==> config.mk <==
export PLATFORM = sky130hd
export DESIGN_NAME = cmt_top
export DESIGN_NICKNAME = d
export VERILOG_FILES = /design/src/include/cmt_pkg.sv /design/src/include/cmt_evt_if.sv /design/src/core/cmt_prescale.sv /design/src/core/cmt_capin.sv /design/src/core/cmt_top.sv
export VERILOG_INCLUDE_DIRS = /design/src /design/src/include
export SDC_FILE = /design/constraint.sdc
export NUM_CORES = 1
export LEC_CHECK = 0
export BUFFER_PORTS_ARGS = -buffer_cell sky130_fd_sc_hd__buf_4
export CORE_ASPECT_RATIO = 1.1
export CORE_MARGIN = 1
export CORE_UTILIZATION = 30
export CTS_BUF_LIST = sky130_fd_sc_hd__clkbuf_16
export CTS_CLUSTER_SIZE = 30
export DETAILED_ROUTE_END_ITERATION = 16
export SLEW_MARGIN = 20
export SYNTH_ARGS = -nofsm -noshare
export SYNTH_HDL_FRONTEND = slang
export SYNTH_SLANG_ARGS = --single-unit
==> constraint.sdc <==
create_clock -name sys_clk -period 3.65 [get_ports sys_clk]
set_input_delay 0.365 -clock sys_clk [delete_from_list [all_inputs] [get_ports sys_clk]]
set_output_delay 0.365 -clock sys_clk [all_outputs]
set_load 0.01 [all_outputs]
==> src/include/cmt_map.svh <==
`ifndef CMT_MAP_SVH
`define CMT_MAP_SVH
// register byte offsets
`define CMT_OFS_CTRL   8'h00
`define CMT_OFS_COUNT  8'h04
`define CMT_OFS_PSCLIM 8'h08
`define CMT_OFS_PSCCNT 8'h0C
`define CMT_OFS_MCTL   8'h10
`define CMT_OFS_CCTL   8'h14
`define CMT_OFS_OCTL   8'h18
`define CMT_OFS_STS    8'h1C
`define CMT_OFS_MASK   8'h20
`define CMT_OFS_PINS   8'h24
`define CMT_OFS_INFO   8'h28
`define CMT_OFS_MATCH  8'h30
`define CMT_OFS_CAP    8'h40
// control bits
`define CMT_CTRL_RUN   0
`define CMT_CTRL_CLR   1
`define CMT_CTRL_EXT   2
// per channel field offsets, three bits per channel
`define CMT_MCTL_INT   0
`define CMT_MCTL_RST   1
`define CMT_MCTL_STOP  2
`define CMT_CCTL_RISE  0
`define CMT_CCTL_FALL  1
`define CMT_CCTL_INT   2
// status layout: match flags low, capture flags above
`define CMT_STS_CAP    4
// pin select: and-mode bits above the pin enables
`define CMT_PINS_AND   8
// reset values
`define CMT_RST_WORD   32'h0000_0000
`define CMT_RST_PINS   12'h055
// interrupt controller channel numbers of the two instances
`define CMT_IRQ_CH0    32'h0000_0004
`define CMT_IRQ_CH1    32'h0000_0005
`endif

==> src/include/cmt_pkg.sv <==
package cmt_pkg;
	// one data word of the timer
	typedef logic [31:0] cmt_word_t;
	// action of a match output on a match
	typedef enum logic [1:0] {
		CMT_ACT_NONE   = 2'b00,
		CMT_ACT_LOW    = 2'b01,
		CMT_ACT_HIGH   = 2'b10,
		CMT_ACT_TOGGLE = 2'b11
	} cmt_act_t;
endpackage

==> src/include/cmt_evt_if.sv <==
`timescale 1ns/1ps
// events passed from the prescaler and capture front end to the core
interface cmt_evt_if;
	logic        tick;    // counter advance pulse
	logic [31:0] psc_cnt; // prescaler count
	logic [3:0]  rise;    // capture rising edge pulses
	logic [3:0]  fall;    // capture falling edge pulses
	modport psc (output tick, output psc_cnt);
	modport edg (output rise, output fall);
	modport core (input tick, input psc_cnt, input rise, input fall);
endinterface

==> src/core/cmt_prescale.sv <==
`timescale 1ns/1ps
`include "cmt_map.svh"
module cmt_prescale (
	input  wire logic             sys_clk, // system clock
	input  wire logic             reset_n, // async reset, low
	input  wire logic             run,     // counting enabled
	input  wire logic             clr,     // clear prescaler
	input  wire logic             ext_sel, // count external clock edges
	input  wire logic             ext_clk, // external clock, sampled
	input  wire cmt_pkg::cmt_word_t limit, // prescaler limit
	cmt_evt_if.psc                evt      // tick and count out
);
	import cmt_pkg::*;

	cmt_word_t psc_r, psc_nxt;   // prescaler count
	logic      tick_r, tick_nxt; // advance pulse
	logic      ext_r, ext_nxt;   // previous external sample
	logic      src;              // one source cycle

	// source is every clock or each rising external edge
	always_comb begin
		src = ext_sel ? (ext_clk & ~ext_r) : 1'b1;
		ext_nxt = ext_clk;
		psc_nxt = psc_r;
		tick_nxt = 1'b0;
		if (clr) begin
			psc_nxt = `CMT_RST_WORD;
		end else if (run && src) begin
			// wrap at the limit and advance the counter
			if (psc_r >= limit) begin
				psc_nxt = `CMT_RST_WORD;
				tick_nxt = 1'b1;
			end else begin
				psc_nxt = psc_r + 32'h0000_0001;
			end
		end
	end

	// register the prescaler state
	always_ff @(posedge sys_clk or negedge reset_n) begin
		if (!reset_n) begin
			psc_r <= `CMT_RST_WORD;
			tick_r <= 1'b0;
			ext_r <= 1'b0;
		end else begin
			psc_r <= psc_nxt;
			tick_r <= tick_nxt;
			ext_r <= ext_nxt;
		end
	end

	assign evt.tick = tick_r;
	assign evt.psc_cnt = psc_r;
endmodule

==> src/core/cmt_capin.sv <==
`timescale 1ns/1ps
`include "cmt_map.svh"
module cmt_capin (
	input  wire logic       sys_clk,  // system clock
	input  wire logic       reset_n,  // async reset, low
	input  wire logic [7:0] cap_pin,  // two capture pins per channel
	input  wire logic [7:0] pin_en,   // pin enables
	input  wire logic [3:0] and_mode, // combine by and instead of or
	cmt_evt_if.edg          evt       // edge pulses out
);
	import cmt_pkg::*;

	logic [3:0] lvl_r, lvl_nxt; // combined level per channel

	// combine the enabled pins of one channel
	function automatic logic combine(input logic [1:0] p, input logic [1:0] e,
		input logic a);
		combine = a ? ((|e) && &(p | ~e)) : |(p & e);
	endfunction

	// next combined levels
	always_comb begin
		for (int i = 0; i < 4; i++) begin
			lvl_nxt[i] = combine(cap_pin[2*i +: 2], pin_en[2*i +: 2], and_mode[i]);
		end
	end

	// register the levels
	always_ff @(posedge sys_clk or negedge reset_n) begin
		if (!reset_n) begin
			lvl_r <= 4'h0;
		end else begin
			lvl_r <= lvl_nxt;
		end
	end

	// transitions of the combined level
	assign evt.rise = lvl_nxt & ~lvl_r;
	assign evt.fall = ~lvl_nxt & lvl_r;
endmodule

==> src/core/cmt_top.sv <==
// The address-and-strobe port and the register offsets were left to the implementer.
`timescale 1ns/1ps
`include "cmt_map.svh"
module cmt_top #(
	parameter bit INSTANCE = 1'b0 // zero or one instance
) (
	input  wire logic              sys_clk,   // 100 MHz clock
	input  wire logic              reset_n,   // async reset, low
	input  wire logic [7:0]        addr,      // register byte address
	input  wire cmt_pkg::cmt_word_t wdata,    // write data
	input  wire logic              wr_en,     // write strobe
	input  wire logic              rd_en,     // read strobe
	output      cmt_pkg::cmt_word_t rdata,    // read data, next cycle
	input  wire logic [7:0]        cap_pin,   // capture pins
	input  wire logic              ext_clk,   // external count clock
	output      logic [3:0]        match_out, // match outputs
	output      logic [7:0]        match_pin, // broadcast match pins
	output      logic              irq        // interrupt request
);
	import cmt_pkg::*;

	cmt_evt_if evt ();                  // internal event bundle

	logic [2:0]  ctrl_r, ctrl_nxt;      // run, clear, external
	cmt_word_t   psc_lim_r, psc_lim_nxt; // prescaler limit
	logic [11:0] mctl_r, mctl_nxt;      // match actions
	logic [11:0] cctl_r, cctl_nxt;      // capture edges and int
	logic [7:0]  octl_r, octl_nxt;      // output actions
	logic [11:0] pins_r, pins_nxt;      // pin enables, and-mode
	logic [7:0]  mask_r, mask_nxt;      // interrupt mask
	logic [7:0]  sts_r, sts_nxt;        // sticky status
	cmt_word_t   cnt_r, cnt_nxt;        // timer count
	cmt_word_t   match_r [4];           // match values
	cmt_word_t   match_nxt [4];
	cmt_word_t   cap_r [4];             // captured values
	cmt_word_t   cap_nxt [4];
	logic [3:0]  mout_r, mout_nxt;      // match output levels
	logic [7:0]  mpin_r, mpin_nxt;      // broadcast pins
	cmt_word_t   rdata_r, rdata_nxt;    // read data
	logic        irq_r, irq_nxt;        // interrupt level

	logic        run;                   // counting enabled
	logic        tick_ok;               // counter advances now
	logic [3:0]  hit;                   // match events
	logic [3:0]  cap_evt;               // capture events
	logic        rst_hit;               // some match resets
	logic        stop_hit;              // some match stops
	logic        psc_clr;               // prescaler clear
	logic        rd_sts;                // status read

	// byte offset of channel i of a register array
	function automatic logic [7:0] reg_ofs(input logic [7:0] base, input int i);
		reg_ofs = base + 8'(i * 4);
	endfunction

	// one field bit of channel i in a three-bit-per-channel register
	function automatic logic chan_bit(input logic [11:0] v, input int i, input int f);
		chan_bit = v[3*i + f];
	endfunction

	// prescaler and external clock source
	cmt_prescale u_psc (
		.sys_clk (sys_clk),
		.reset_n (reset_n),
		.run     (run),
		.clr     (psc_clr),
		.ext_sel (ctrl_r[`CMT_CTRL_EXT]),
		.ext_clk (ext_clk),
		.limit   (psc_lim_r),
		.evt     (evt.psc)
	);

	// capture pin combining and edge detection
	cmt_capin u_cap (
		.sys_clk  (sys_clk),
		.reset_n  (reset_n),
		.cap_pin  (cap_pin),
		.pin_en   (pins_r[7:0]),
		.and_mode (pins_r[`CMT_PINS_AND +: 4]),
		.evt      (evt.edg)
	);

	// event decode
	always_comb begin
		run = ctrl_r[`CMT_CTRL_RUN] & ~ctrl_r[`CMT_CTRL_CLR];
		tick_ok = run & evt.tick;
		rst_hit = 1'b0;
		stop_hit = 1'b0;
		for (int i = 0; i < 4; i++) begin
			hit[i] = tick_ok && (cnt_r == match_r[i]);
			rst_hit = rst_hit | (hit[i] & chan_bit(mctl_r, i, `CMT_MCTL_RST));
			stop_hit = stop_hit | (hit[i] & chan_bit(mctl_r, i, `CMT_MCTL_STOP));
			cap_evt[i] = (evt.rise[i] & chan_bit(cctl_r, i, `CMT_CCTL_RISE))
				| (evt.fall[i] & chan_bit(cctl_r, i, `CMT_CCTL_FALL));
		end
		psc_clr = ctrl_r[`CMT_CTRL_CLR] | rst_hit;
		rd_sts = rd_en && (addr == `CMT_OFS_STS);
	end

	// next values of registers, counter, captures and outputs
	always_comb begin
		ctrl_nxt = ctrl_r;
		psc_lim_nxt = psc_lim_r;
		mctl_nxt = mctl_r;
		cctl_nxt = cctl_r;
		octl_nxt = octl_r;
		pins_nxt = pins_r;
		mask_nxt = mask_r;
		match_nxt = match_r;
		cap_nxt = cap_r;
		mout_nxt = mout_r;
		// software writes
		if (wr_en) begin
			unique case (addr)
				`CMT_OFS_CTRL:   ctrl_nxt = wdata[2:0];
				`CMT_OFS_PSCLIM: psc_lim_nxt = wdata;
				`CMT_OFS_MCTL:   mctl_nxt = wdata[11:0];
				`CMT_OFS_CCTL:   cctl_nxt = wdata[11:0];
				`CMT_OFS_OCTL:   octl_nxt = wdata[7:0];
				`CMT_OFS_PINS:   pins_nxt = wdata[11:0];
				`CMT_OFS_MASK:   mask_nxt = wdata[7:0];
				default: begin
					// match values or ignored address
					for (int i = 0; i < 4; i++) begin
						if (addr == reg_ofs(`CMT_OFS_MATCH, i)) begin
							match_nxt[i] = wdata;
						end
					end
				end
			endcase
		end
		// stop on match overrides a write of the run bit
		if (stop_hit) begin
			ctrl_nxt[`CMT_CTRL_RUN] = 1'b0;
		end
		// counter: hold-clear, reset on match, advance with wrap
		if (ctrl_r[`CMT_CTRL_CLR]) begin
			cnt_nxt = `CMT_RST_WORD;
		end else if (rst_hit) begin
			cnt_nxt = `CMT_RST_WORD;
		end else if (tick_ok) begin
			cnt_nxt = cnt_r + 32'h0000_0001;
		end else begin
			cnt_nxt = cnt_r;
		end
		// captures and match outputs
		for (int i = 0; i < 4; i++) begin
			if (cap_evt[i]) begin
				cap_nxt[i] = cnt_r;
			end
			if (hit[i]) begin
				unique case (cmt_act_t'(octl_r[2*i +: 2]))
					CMT_ACT_NONE:   mout_nxt[i] = mout_r[i];
					CMT_ACT_LOW:    mout_nxt[i] = 1'b0;
					CMT_ACT_HIGH:   mout_nxt[i] = 1'b1;
					CMT_ACT_TOGGLE: mout_nxt[i] = ~mout_r[i];
				endcase
			end
		end
		// each match output drives two pins
		mpin_nxt = {mout_nxt, mout_nxt};
		// status: read clears, new events win
		sts_nxt = rd_sts ? 8'h00 : sts_r;
		for (int i = 0; i < 4; i++) begin
			if (hit[i] && chan_bit(mctl_r, i, `CMT_MCTL_INT)) begin
				sts_nxt[i] = 1'b1;
			end
			if (cap_evt[i] && chan_bit(cctl_r, i, `CMT_CCTL_INT)) begin
				sts_nxt[`CMT_STS_CAP + i] = 1'b1;
			end
		end
	end

	// register the timer state
	always_ff @(posedge sys_clk or negedge reset_n) begin
		if (!reset_n) begin
			ctrl_r <= 3'h0;
			psc_lim_r <= `CMT_RST_WORD;
			mctl_r <= 12'h000;
			cctl_r <= 12'h000;
			octl_r <= 8'h00;
			pins_r <= `CMT_RST_PINS;
			mask_r <= 8'h00;
			sts_r <= 8'h00;
			cnt_r <= `CMT_RST_WORD;
			match_r <= '{default: `CMT_RST_WORD};
			cap_r <= '{default: `CMT_RST_WORD};
			mout_r <= 4'h0;
			mpin_r <= 8'h00;
		end else begin
			ctrl_r <= ctrl_nxt;
			psc_lim_r <= psc_lim_nxt;
			mctl_r <= mctl_nxt;
			cctl_r <= cctl_nxt;
			octl_r <= octl_nxt;
			pins_r <= pins_nxt;
			mask_r <= mask_nxt;
			sts_r <= sts_nxt;
			cnt_r <= cnt_nxt;
			match_r <= match_nxt;
			cap_r <= cap_nxt;
			mout_r <= mout_nxt;
			mpin_r <= mpin_nxt;
		end
	end

	// read mux and merged interrupt level
	always_comb begin
		rdata_nxt = `CMT_RST_WORD;
		if (rd_en) begin
			unique case (addr)
				`CMT_OFS_CTRL:   rdata_nxt = {29'h0, ctrl_r};
				`CMT_OFS_COUNT:  rdata_nxt = cnt_r;
				`CMT_OFS_PSCLIM: rdata_nxt = psc_lim_r;
				`CMT_OFS_PSCCNT: rdata_nxt = evt.psc_cnt;
				`CMT_OFS_MCTL:   rdata_nxt = {20'h0, mctl_r};
				`CMT_OFS_CCTL:   rdata_nxt = {20'h0, cctl_r};
				`CMT_OFS_OCTL:   rdata_nxt = {24'h0, octl_r};
				`CMT_OFS_STS:    rdata_nxt = {24'h0, sts_r};
				`CMT_OFS_MASK:   rdata_nxt = {24'h0, mask_r};
				`CMT_OFS_PINS:   rdata_nxt = {20'h0, pins_r};
				`CMT_OFS_INFO:   rdata_nxt = INSTANCE ? `CMT_IRQ_CH1 : `CMT_IRQ_CH0;
				default: begin
					// match and capture arrays, else zero
					for (int i = 0; i < 4; i++) begin
						if (addr == reg_ofs(`CMT_OFS_MATCH, i)) begin
							rdata_nxt = match_r[i];
						end
						if (addr == reg_ofs(`CMT_OFS_CAP, i)) begin
							rdata_nxt = cap_r[i];
						end
					end
				end
			endcase
		end
		irq_nxt = |(sts_nxt & mask_nxt);
	end

	// register read data and interrupt
	always_ff @(posedge sys_clk or negedge reset_n) begin
		if (!reset_n) begin
			rdata_r <= `CMT_RST_WORD;
			irq_r <= 1'b0;
		end else begin
			rdata_r <= rdata_nxt;
			irq_r <= irq_nxt;
		end
	end

	assign rdata = rdata_r;
	assign match_out = mout_r;
	assign match_pin = mpin_r;
	assign irq = irq_r;
endmodule

# Yosys cells after proc, flatten, opt, wreduce, memory -nomap -nowiden
# Index checks and enable logic that the tools add are counted.
dict set report op_classes {
  addsub 2
  n_lt_le_gt_ge 1
  eq_ne 34
  n_mux 46
  bitwise_logic 54
  n_reduce_logical 52
}
# op n
set op_table {}
lappend op_table {{$mux 32} 15}
lappend op_table {{$pmux 32 s11} 1}
lappend op_table {{$eq 32x32->1} 4}
lappend op_table {{$add 32x1->32 const B} 2}
lappend op_table {{$eq 8x6->1 const B} 7}
lappend op_table {{$eq 8x5->1 const B} 4}
lappend op_table {{$eq 8x7->1 const B} 4}
lappend op_table {{$ge 32x32->1} 1}
lappend op_table {{$mux 8} 3}
lappend op_table {{$mux 1} 23}
lappend op_table {{$reduce_and 2->1} 11}
lappend op_table {{$and 1x1->1} 19}
lappend op_table {{$logic_and 1x1->1} 18}
lappend op_table {{$eq 2x2->1 const B} 8}
lappend op_table {{$eq 8x4->1 const B} 2}
lappend op_table {{$pmux 1 s4} 4}
lappend op_table {{$reduce_or 2->1} 8}
lappend op_table {{$reduce_and 3->1} 4}
lappend op_table {{$or 1x1->1} 11}
lappend op_table {{$and 2x2->2} 4}
lappend op_table {{$and 4x4->4} 2}
lappend op_table {{$and 8x8->8} 1}
lappend op_table {{$eq 2x1->1 const B} 4}
lappend op_table {{$eq 8x3->1 const B} 1}
lappend op_table {{other kinds (10)} 28}
dict set report totals {
  reg_bits 466
  in_bits 53
  out_inout_bits 45
  word_cells 215
}

# Logic depth before layout (Yosys ltp)
dict set report logic_depth {
  word_depth 13
  mapped_depth 11
  mapped_depth_nobuf 9
}

# By module
# Synthesis repeated with hierarchy kept, for this count alone.
dict set report unflattened {
  cells_unflattened 2357
  hier_area_um2 23467.5
}
# mod n_inst cells_per_inst area_per_inst_um2 seq_area_each_um2
set modules_own_cells {}
lappend modules_own_cells {cmt_top 1 1941 20156.8 10515.1}
lappend modules_own_cells {cmt_prescale 1 380 3005.4 850.8}
lappend modules_own_cells {cmt_capin 1 36 305.3 100.1}

# Worst setup path before layout
# OpenSTA, ideal clock, no wires.
dict set report synth_timing {
  path_type {reg2reg}
  from {register cnt_r[1]}
  to {register u_psc.psc_r[13] (netlist: u_psc.evt.psc_cnt[13])}
  setup_ns 0.126
  arrival_ns 2.409
  setup_slack_ns 1.115
  stages_incl_launch_ff 9
  synth_period_minus_slack_ns 2.535
  cell_sequence {dfrtp_1 -> buf_2 -> xor2_1 -> nor4_1 -> nand4_1 -> nor4_1 -> a2111o_1 -> nor3_2 -> a221o_1}
}
dict set report synth_between {
  elab_chain_cells 8
  word_cells_on_any_way 18
}
# item line
set synth_rtl {}
lappend synth_rtl {{from (decl)} cmt_top.sv:32} ;# cmt_word_t cnt_r, cnt_nxt;
lappend synth_rtl {{from (signal assigned)} cmt_top.sv:185} ;# cnt_r <= `CMT_RST_WORD;
lappend synth_rtl {{from (signal assigned)} cmt_top.sv:199} ;# cnt_r <= cnt_nxt;
lappend synth_rtl {{$eq 32x32->1} cmt_top.sv:90} ;# hit[i] = tick_ok && (cnt_r == match_r[i]);
lappend synth_rtl {{$logic_and 1x1->1} cmt_top.sv:90}
lappend synth_rtl {{$and 1x1->1} cmt_top.sv:91} ;# rst_hit = rst_hit | (hit[i] & chan_bit(mctl_r, i, `CMT_MCTL_RST));
lappend synth_rtl {{$or 1x1->1 (2 in series)} cmt_top.sv:91}
lappend synth_rtl {{$or 1x1->1 (*)} cmt_top.sv:91}
lappend synth_rtl {{$or 1x1->1 (*)} cmt_top.sv:96} ;# psc_clr = ctrl_r[`CMT_CTRL_CLR] | rst_hit;
lappend synth_rtl {{$mux 32 or $reduce_bool 2->1 (tied branches)} --}
lappend synth_rtl {{to (signal assigned)} cmt_prescale.sv:42} ;# psc_r <= `CMT_RST_WORD;
lappend synth_rtl {{to (signal assigned)} cmt_prescale.sv:46} ;# psc_r <= psc_nxt;
lappend synth_rtl {{to (decl)} cmt_prescale.sv:15} ;# cmt_word_t psc_r, psc_nxt;
# Every way passes the cells marked *; elsewhere a longest branch is shown, timed or not.
# A chain may end at the register's enable or synchronous reset.

# Worst setup path in the final report
dict set report layout_timing {
  from {register u_psc.psc_r[5] (netlist: u_psc.evt.psc_cnt[5])}
  to {register u_psc.psc_r[27] (netlist: u_psc.evt.psc_cnt[27])}
}
dict set report layout_between {
  elab_chain_cells 4
  word_cells_on_any_way 5
}
# item line
set layout_rtl {}
lappend layout_rtl {{$add 32x1->32 or $ge 32x32->1 (tied branches)} {cmt_prescale.sv:34, cmt_prescale.sv:30}}
lappend layout_rtl {{$mux 32 (*)} cmt_prescale.sv:30} ;# if (psc_r >= limit) begin
lappend layout_rtl {{$mux 32 (*)} cmt_prescale.sv:28} ;# end else if (run && src) begin
lappend layout_rtl {{$mux 32 (*)} cmt_prescale.sv:26} ;# if (clr) begin
# Every way passes the cells marked *; elsewhere a longest branch is shown, timed or not. The select of a mux whose other input is x is not followed.

==> flow_metrics.tcl <==
set metrics [dict create \
    synth_nets 2210 \
    viasPerCell 5.747 \
    avgSynthCellArea_um2 11.10 \
    syn_area_mm2 0.02357 \
    crit_family "compound AO/OA/AOI/OAI gates" \
    layout_common_cells "dfrtp_1 (454), mux2_2 (337), buf_4 (181)" \
    clk_pin_slew_worst_paths_ns 0.07 \
    slowest_stage "a21o_1" \
    status "finished, final reports clean" \
    drc 0 \
    dpl.hpwl_um 64060 \
    diodes 0 \
    skew_ns 0.03716 \
    cts_buffers 50 \
    synth_top_cell_by_area "dfrtp_1" \
    grt_pass1_wl_um 130600 \
    yosys.area_share.simple_pct 11.00 \
    power_density_mw_per_mm2 424.0 \
    core_area_mm2 0.07765 \
    min_period_ns 3.378 \
    seq_area_frac_synth_pct 48.65 \
    synth_seq_cells 458 \
    cts_tree "yes" \
    row_count 107 \
    die_w_um 269.2 \
    tightest_slew_ns 1.069 \
    path_max_fanout 18 \
    wirelength_um 88890 \
    wl_per_cell_um 27.08 \
    first_global_vias 18910 \
    final_common_cell "dfrtp_1" \
    place_congestion 1.056 \
    final-hold-violation-count 0 \
    clockBufferDepth 3 \
    grt_overflow_total 0 \
    htreeDepth 2 \
    setup_violations 0 \
    syn_to_final_growth_pct 17.02 \
    leakagePower_nw 13.55 \
    nNetsFinal 2295 \
    crit_path_frequent_cell "a21oi_1" \
    required_ns 4.13 \
    start_util_pct 30.35 \
    muxShareOfSynthArea_pct 16.15 \
    dominantRegCellSynth "dfrtp_1" \
    crit_chain "ha_1 -> a21oi_1 -> o21ai_0 -> a21oi_1 -> o31ai_1 -> a21o_1 -> buf_4 -> nor4_1 -> a221o_1" \
    cp.arrival_ns 3.86 \
    cap_violations 0 \
    finalMaxSlewViolations 0 \
    synth_cells 2123 \
    ys_warn_count 0 \
    dr.first_iter.drc_count 1856 \
    drt.antenna.violating_nets 0 \
    dr.pass1.iters 8 \
    crit_path_end_kind "flop" \
    grt_max_degree 102 \
    async_reset_ff_share_pct 100.0 \
    clk_latency_ns 0.61 \
    die_h_um 296.0 \
    synth_compound_gate_area_share_pct 12.71 \
    ctsRootBufferMaster "clkbuf_16" \
    post-route-period-util_pct 92.54 \
    setup-tns-final_ns 0 \
    synth_top_family_by_area "multiplexers" \
    slew_headroom_pct 28.08 \
    fin_util_pct 35.52 \
    dieArea_mm2 0.07968 \
    slowest_delay_ns 0.66 \
    ioPinCount 98 \
    yosys.area.top_type_share_pct 48.21 \
    synthAdderAreaFrac_pct 1.805 \
    min_path_type "in -> reg" \
    synth_xor_area_share_pct 5.872 \
    rsz0062_at_grt "false" \
    ys_types 67 \
    antenna_found_initial 4 \
    gr-usage-all-layers_pct 21.96 \
    synth_edf_count 0 \
    layout-drive-gt1-share_pct 29.27 \
    cp_num_buf_inv 1 \
    portBuffers 97 \
    fmax_mhz 296.1 \
    netlist_top_cells_area "dfrtp_1 (48%), mux2_2 (16%), xor2_1 (5.5%)" \
    clkSinkCount 458 \
    critical_path_class "reg -> reg" \
    vias 18870 \
    crit_path_start_kind "flop" \
    ir_drop_mv 0.2991 \
]
-- worst reg2reg max path: cells and delay by family (launching register included) --
kind | cells | cell delay, ns
AO/OA/AOI/OAI | 6 | 1.87
adder cells (fa/ha/maj) | 1 | 0.39
buffers and inverters | 1 | 0.36
flip-flops | 1 | 0.54
AND/OR/NAND/NOR | 1 | 0.10
-- metrics by stage --
step           hold WS [ns]  cells  area, um2  power, mW  setup WS (ns)
3_3_place_gp         0.4615   3189      25850      6.434         0.2752
5_1_grt             0.04237   3283      27580      12.07        0.06223
3_5_place_dp         0.4706   3189      25850      6.445         0.2524
2_1_floorplan       0.06941   2123      23570      5.909          1.115
4_1_cts             0.03214   3283      27580      11.76         0.2270
6_report            0.05328   3283      27580      11.69         0.2723
-- report_power, final --
group          internal, mW  switching, mW  leakage [nW]
Clock                  3.12           2.21         0.847
Combinational         0.334          0.626          6.38
Sequential             5.22          0.183          6.32
-- logic make-up after synthesis --
logic type | count (synthesis)
XOR/XNOR | 158
multiplexers | 338
adder cells (fa/ha/maj) | 34
AO/OA/AOI/OAI | 404
buffers and inverters | 216
AND/OR/NAND/NOR | 515
flip-flops | 458
-- Yosys cell counts (8+ instances only) --
cell type,n
buf_4,9
a22oi_1,64
o21ai_0,39
a211o_1,8
buf_1,21
nor3_1,30
a221o_1,8
a31o_2,13
nand4_1,21
mux2_2,337
nand2_1,150
a22o_1,24
or3_1,16
and3_1,17
nor2_1,93
dfrtp_1,454
ha_1,34
a221oi_1,64
a31oi_1,31
a21oi_1,69
nor4_1,61
clkbuf_1,89
a222oi_1,21
or2_2,8
xor2_1,149
inv_1,52
o211a_1,17
a211oi_1,12
nand3_1,67
xnor2_1,9
buf_2,42
-- flip-flops by register name (all words and copies together), names as in the netlist --
signal,count
irq,1
cap_r,128
match_r,128
mask_r,8
cctl_r,12
u_cap.lvl_r,4
pins_r,12
octl_r,8
u_psc.evt.tick,1
rdata,32
mctl_r,12
sts_r,8
u_psc.ext_r,1
ctrl_r,3
u_psc.evt.psc_cnt,32
match_pin,4
psc_lim_r,32
cnt_r,32
-- path summary, 6_finish.rpt --
check | slack [ns] | depth (start not counted) | to | startpoint
max | 0.27 | 9 | u_psc.evt.psc_cnt[27]$_DFFE_PN0P_ | u_psc.evt.psc_cnt[5]$_DFFE_PN0P_
min | 0.05 | 2 | match_r[30]$_DFFE_PN0P_ | wdata[30]
max reg2reg | 0.27 | 9 | u_psc.evt.psc_cnt[27]$_DFFE_PN0P_ | u_psc.evt.psc_cnt[5]$_DFFE_PN0P_
min reg2reg | 0.48 | 1 | match_pin[6]$_DFFE_PN0P_ | octl_r[4]$_DFFE_PN0P_
max in group asynchronous | 2.23 | 3 | cap_r[122]$_DFFE_PN0N_ | reset_n
min in group asynchronous | 0.43 | 2 | u_psc.evt.psc_cnt[18]$_DFFE_PN0P_ | reset_n
-- layout make-up --
type	count	area, um2
multi-input cells	1449	11280
fillers	7730	50070
well taps	1035	1295
flip-flops and latches	458	11470
clock inverters	41	429.2
repair buffers	196	1634
clock buffers	51	1276
inverters	53	198.9
-- routing by layer --
metal	routed length [um]	global-route usage (%)
met1	36220	28.12
met4	3922	9.310
met3	6833	4.032
met2	41920	36.38
met5	0	0
-- what timing repair did --
action,CTS,global route
endpoints found under the hold margin,94,0
buffers inserted,0,0
resized for setup,0,0
hold buffers,2,0
Power figures use the tool's default switching activity.
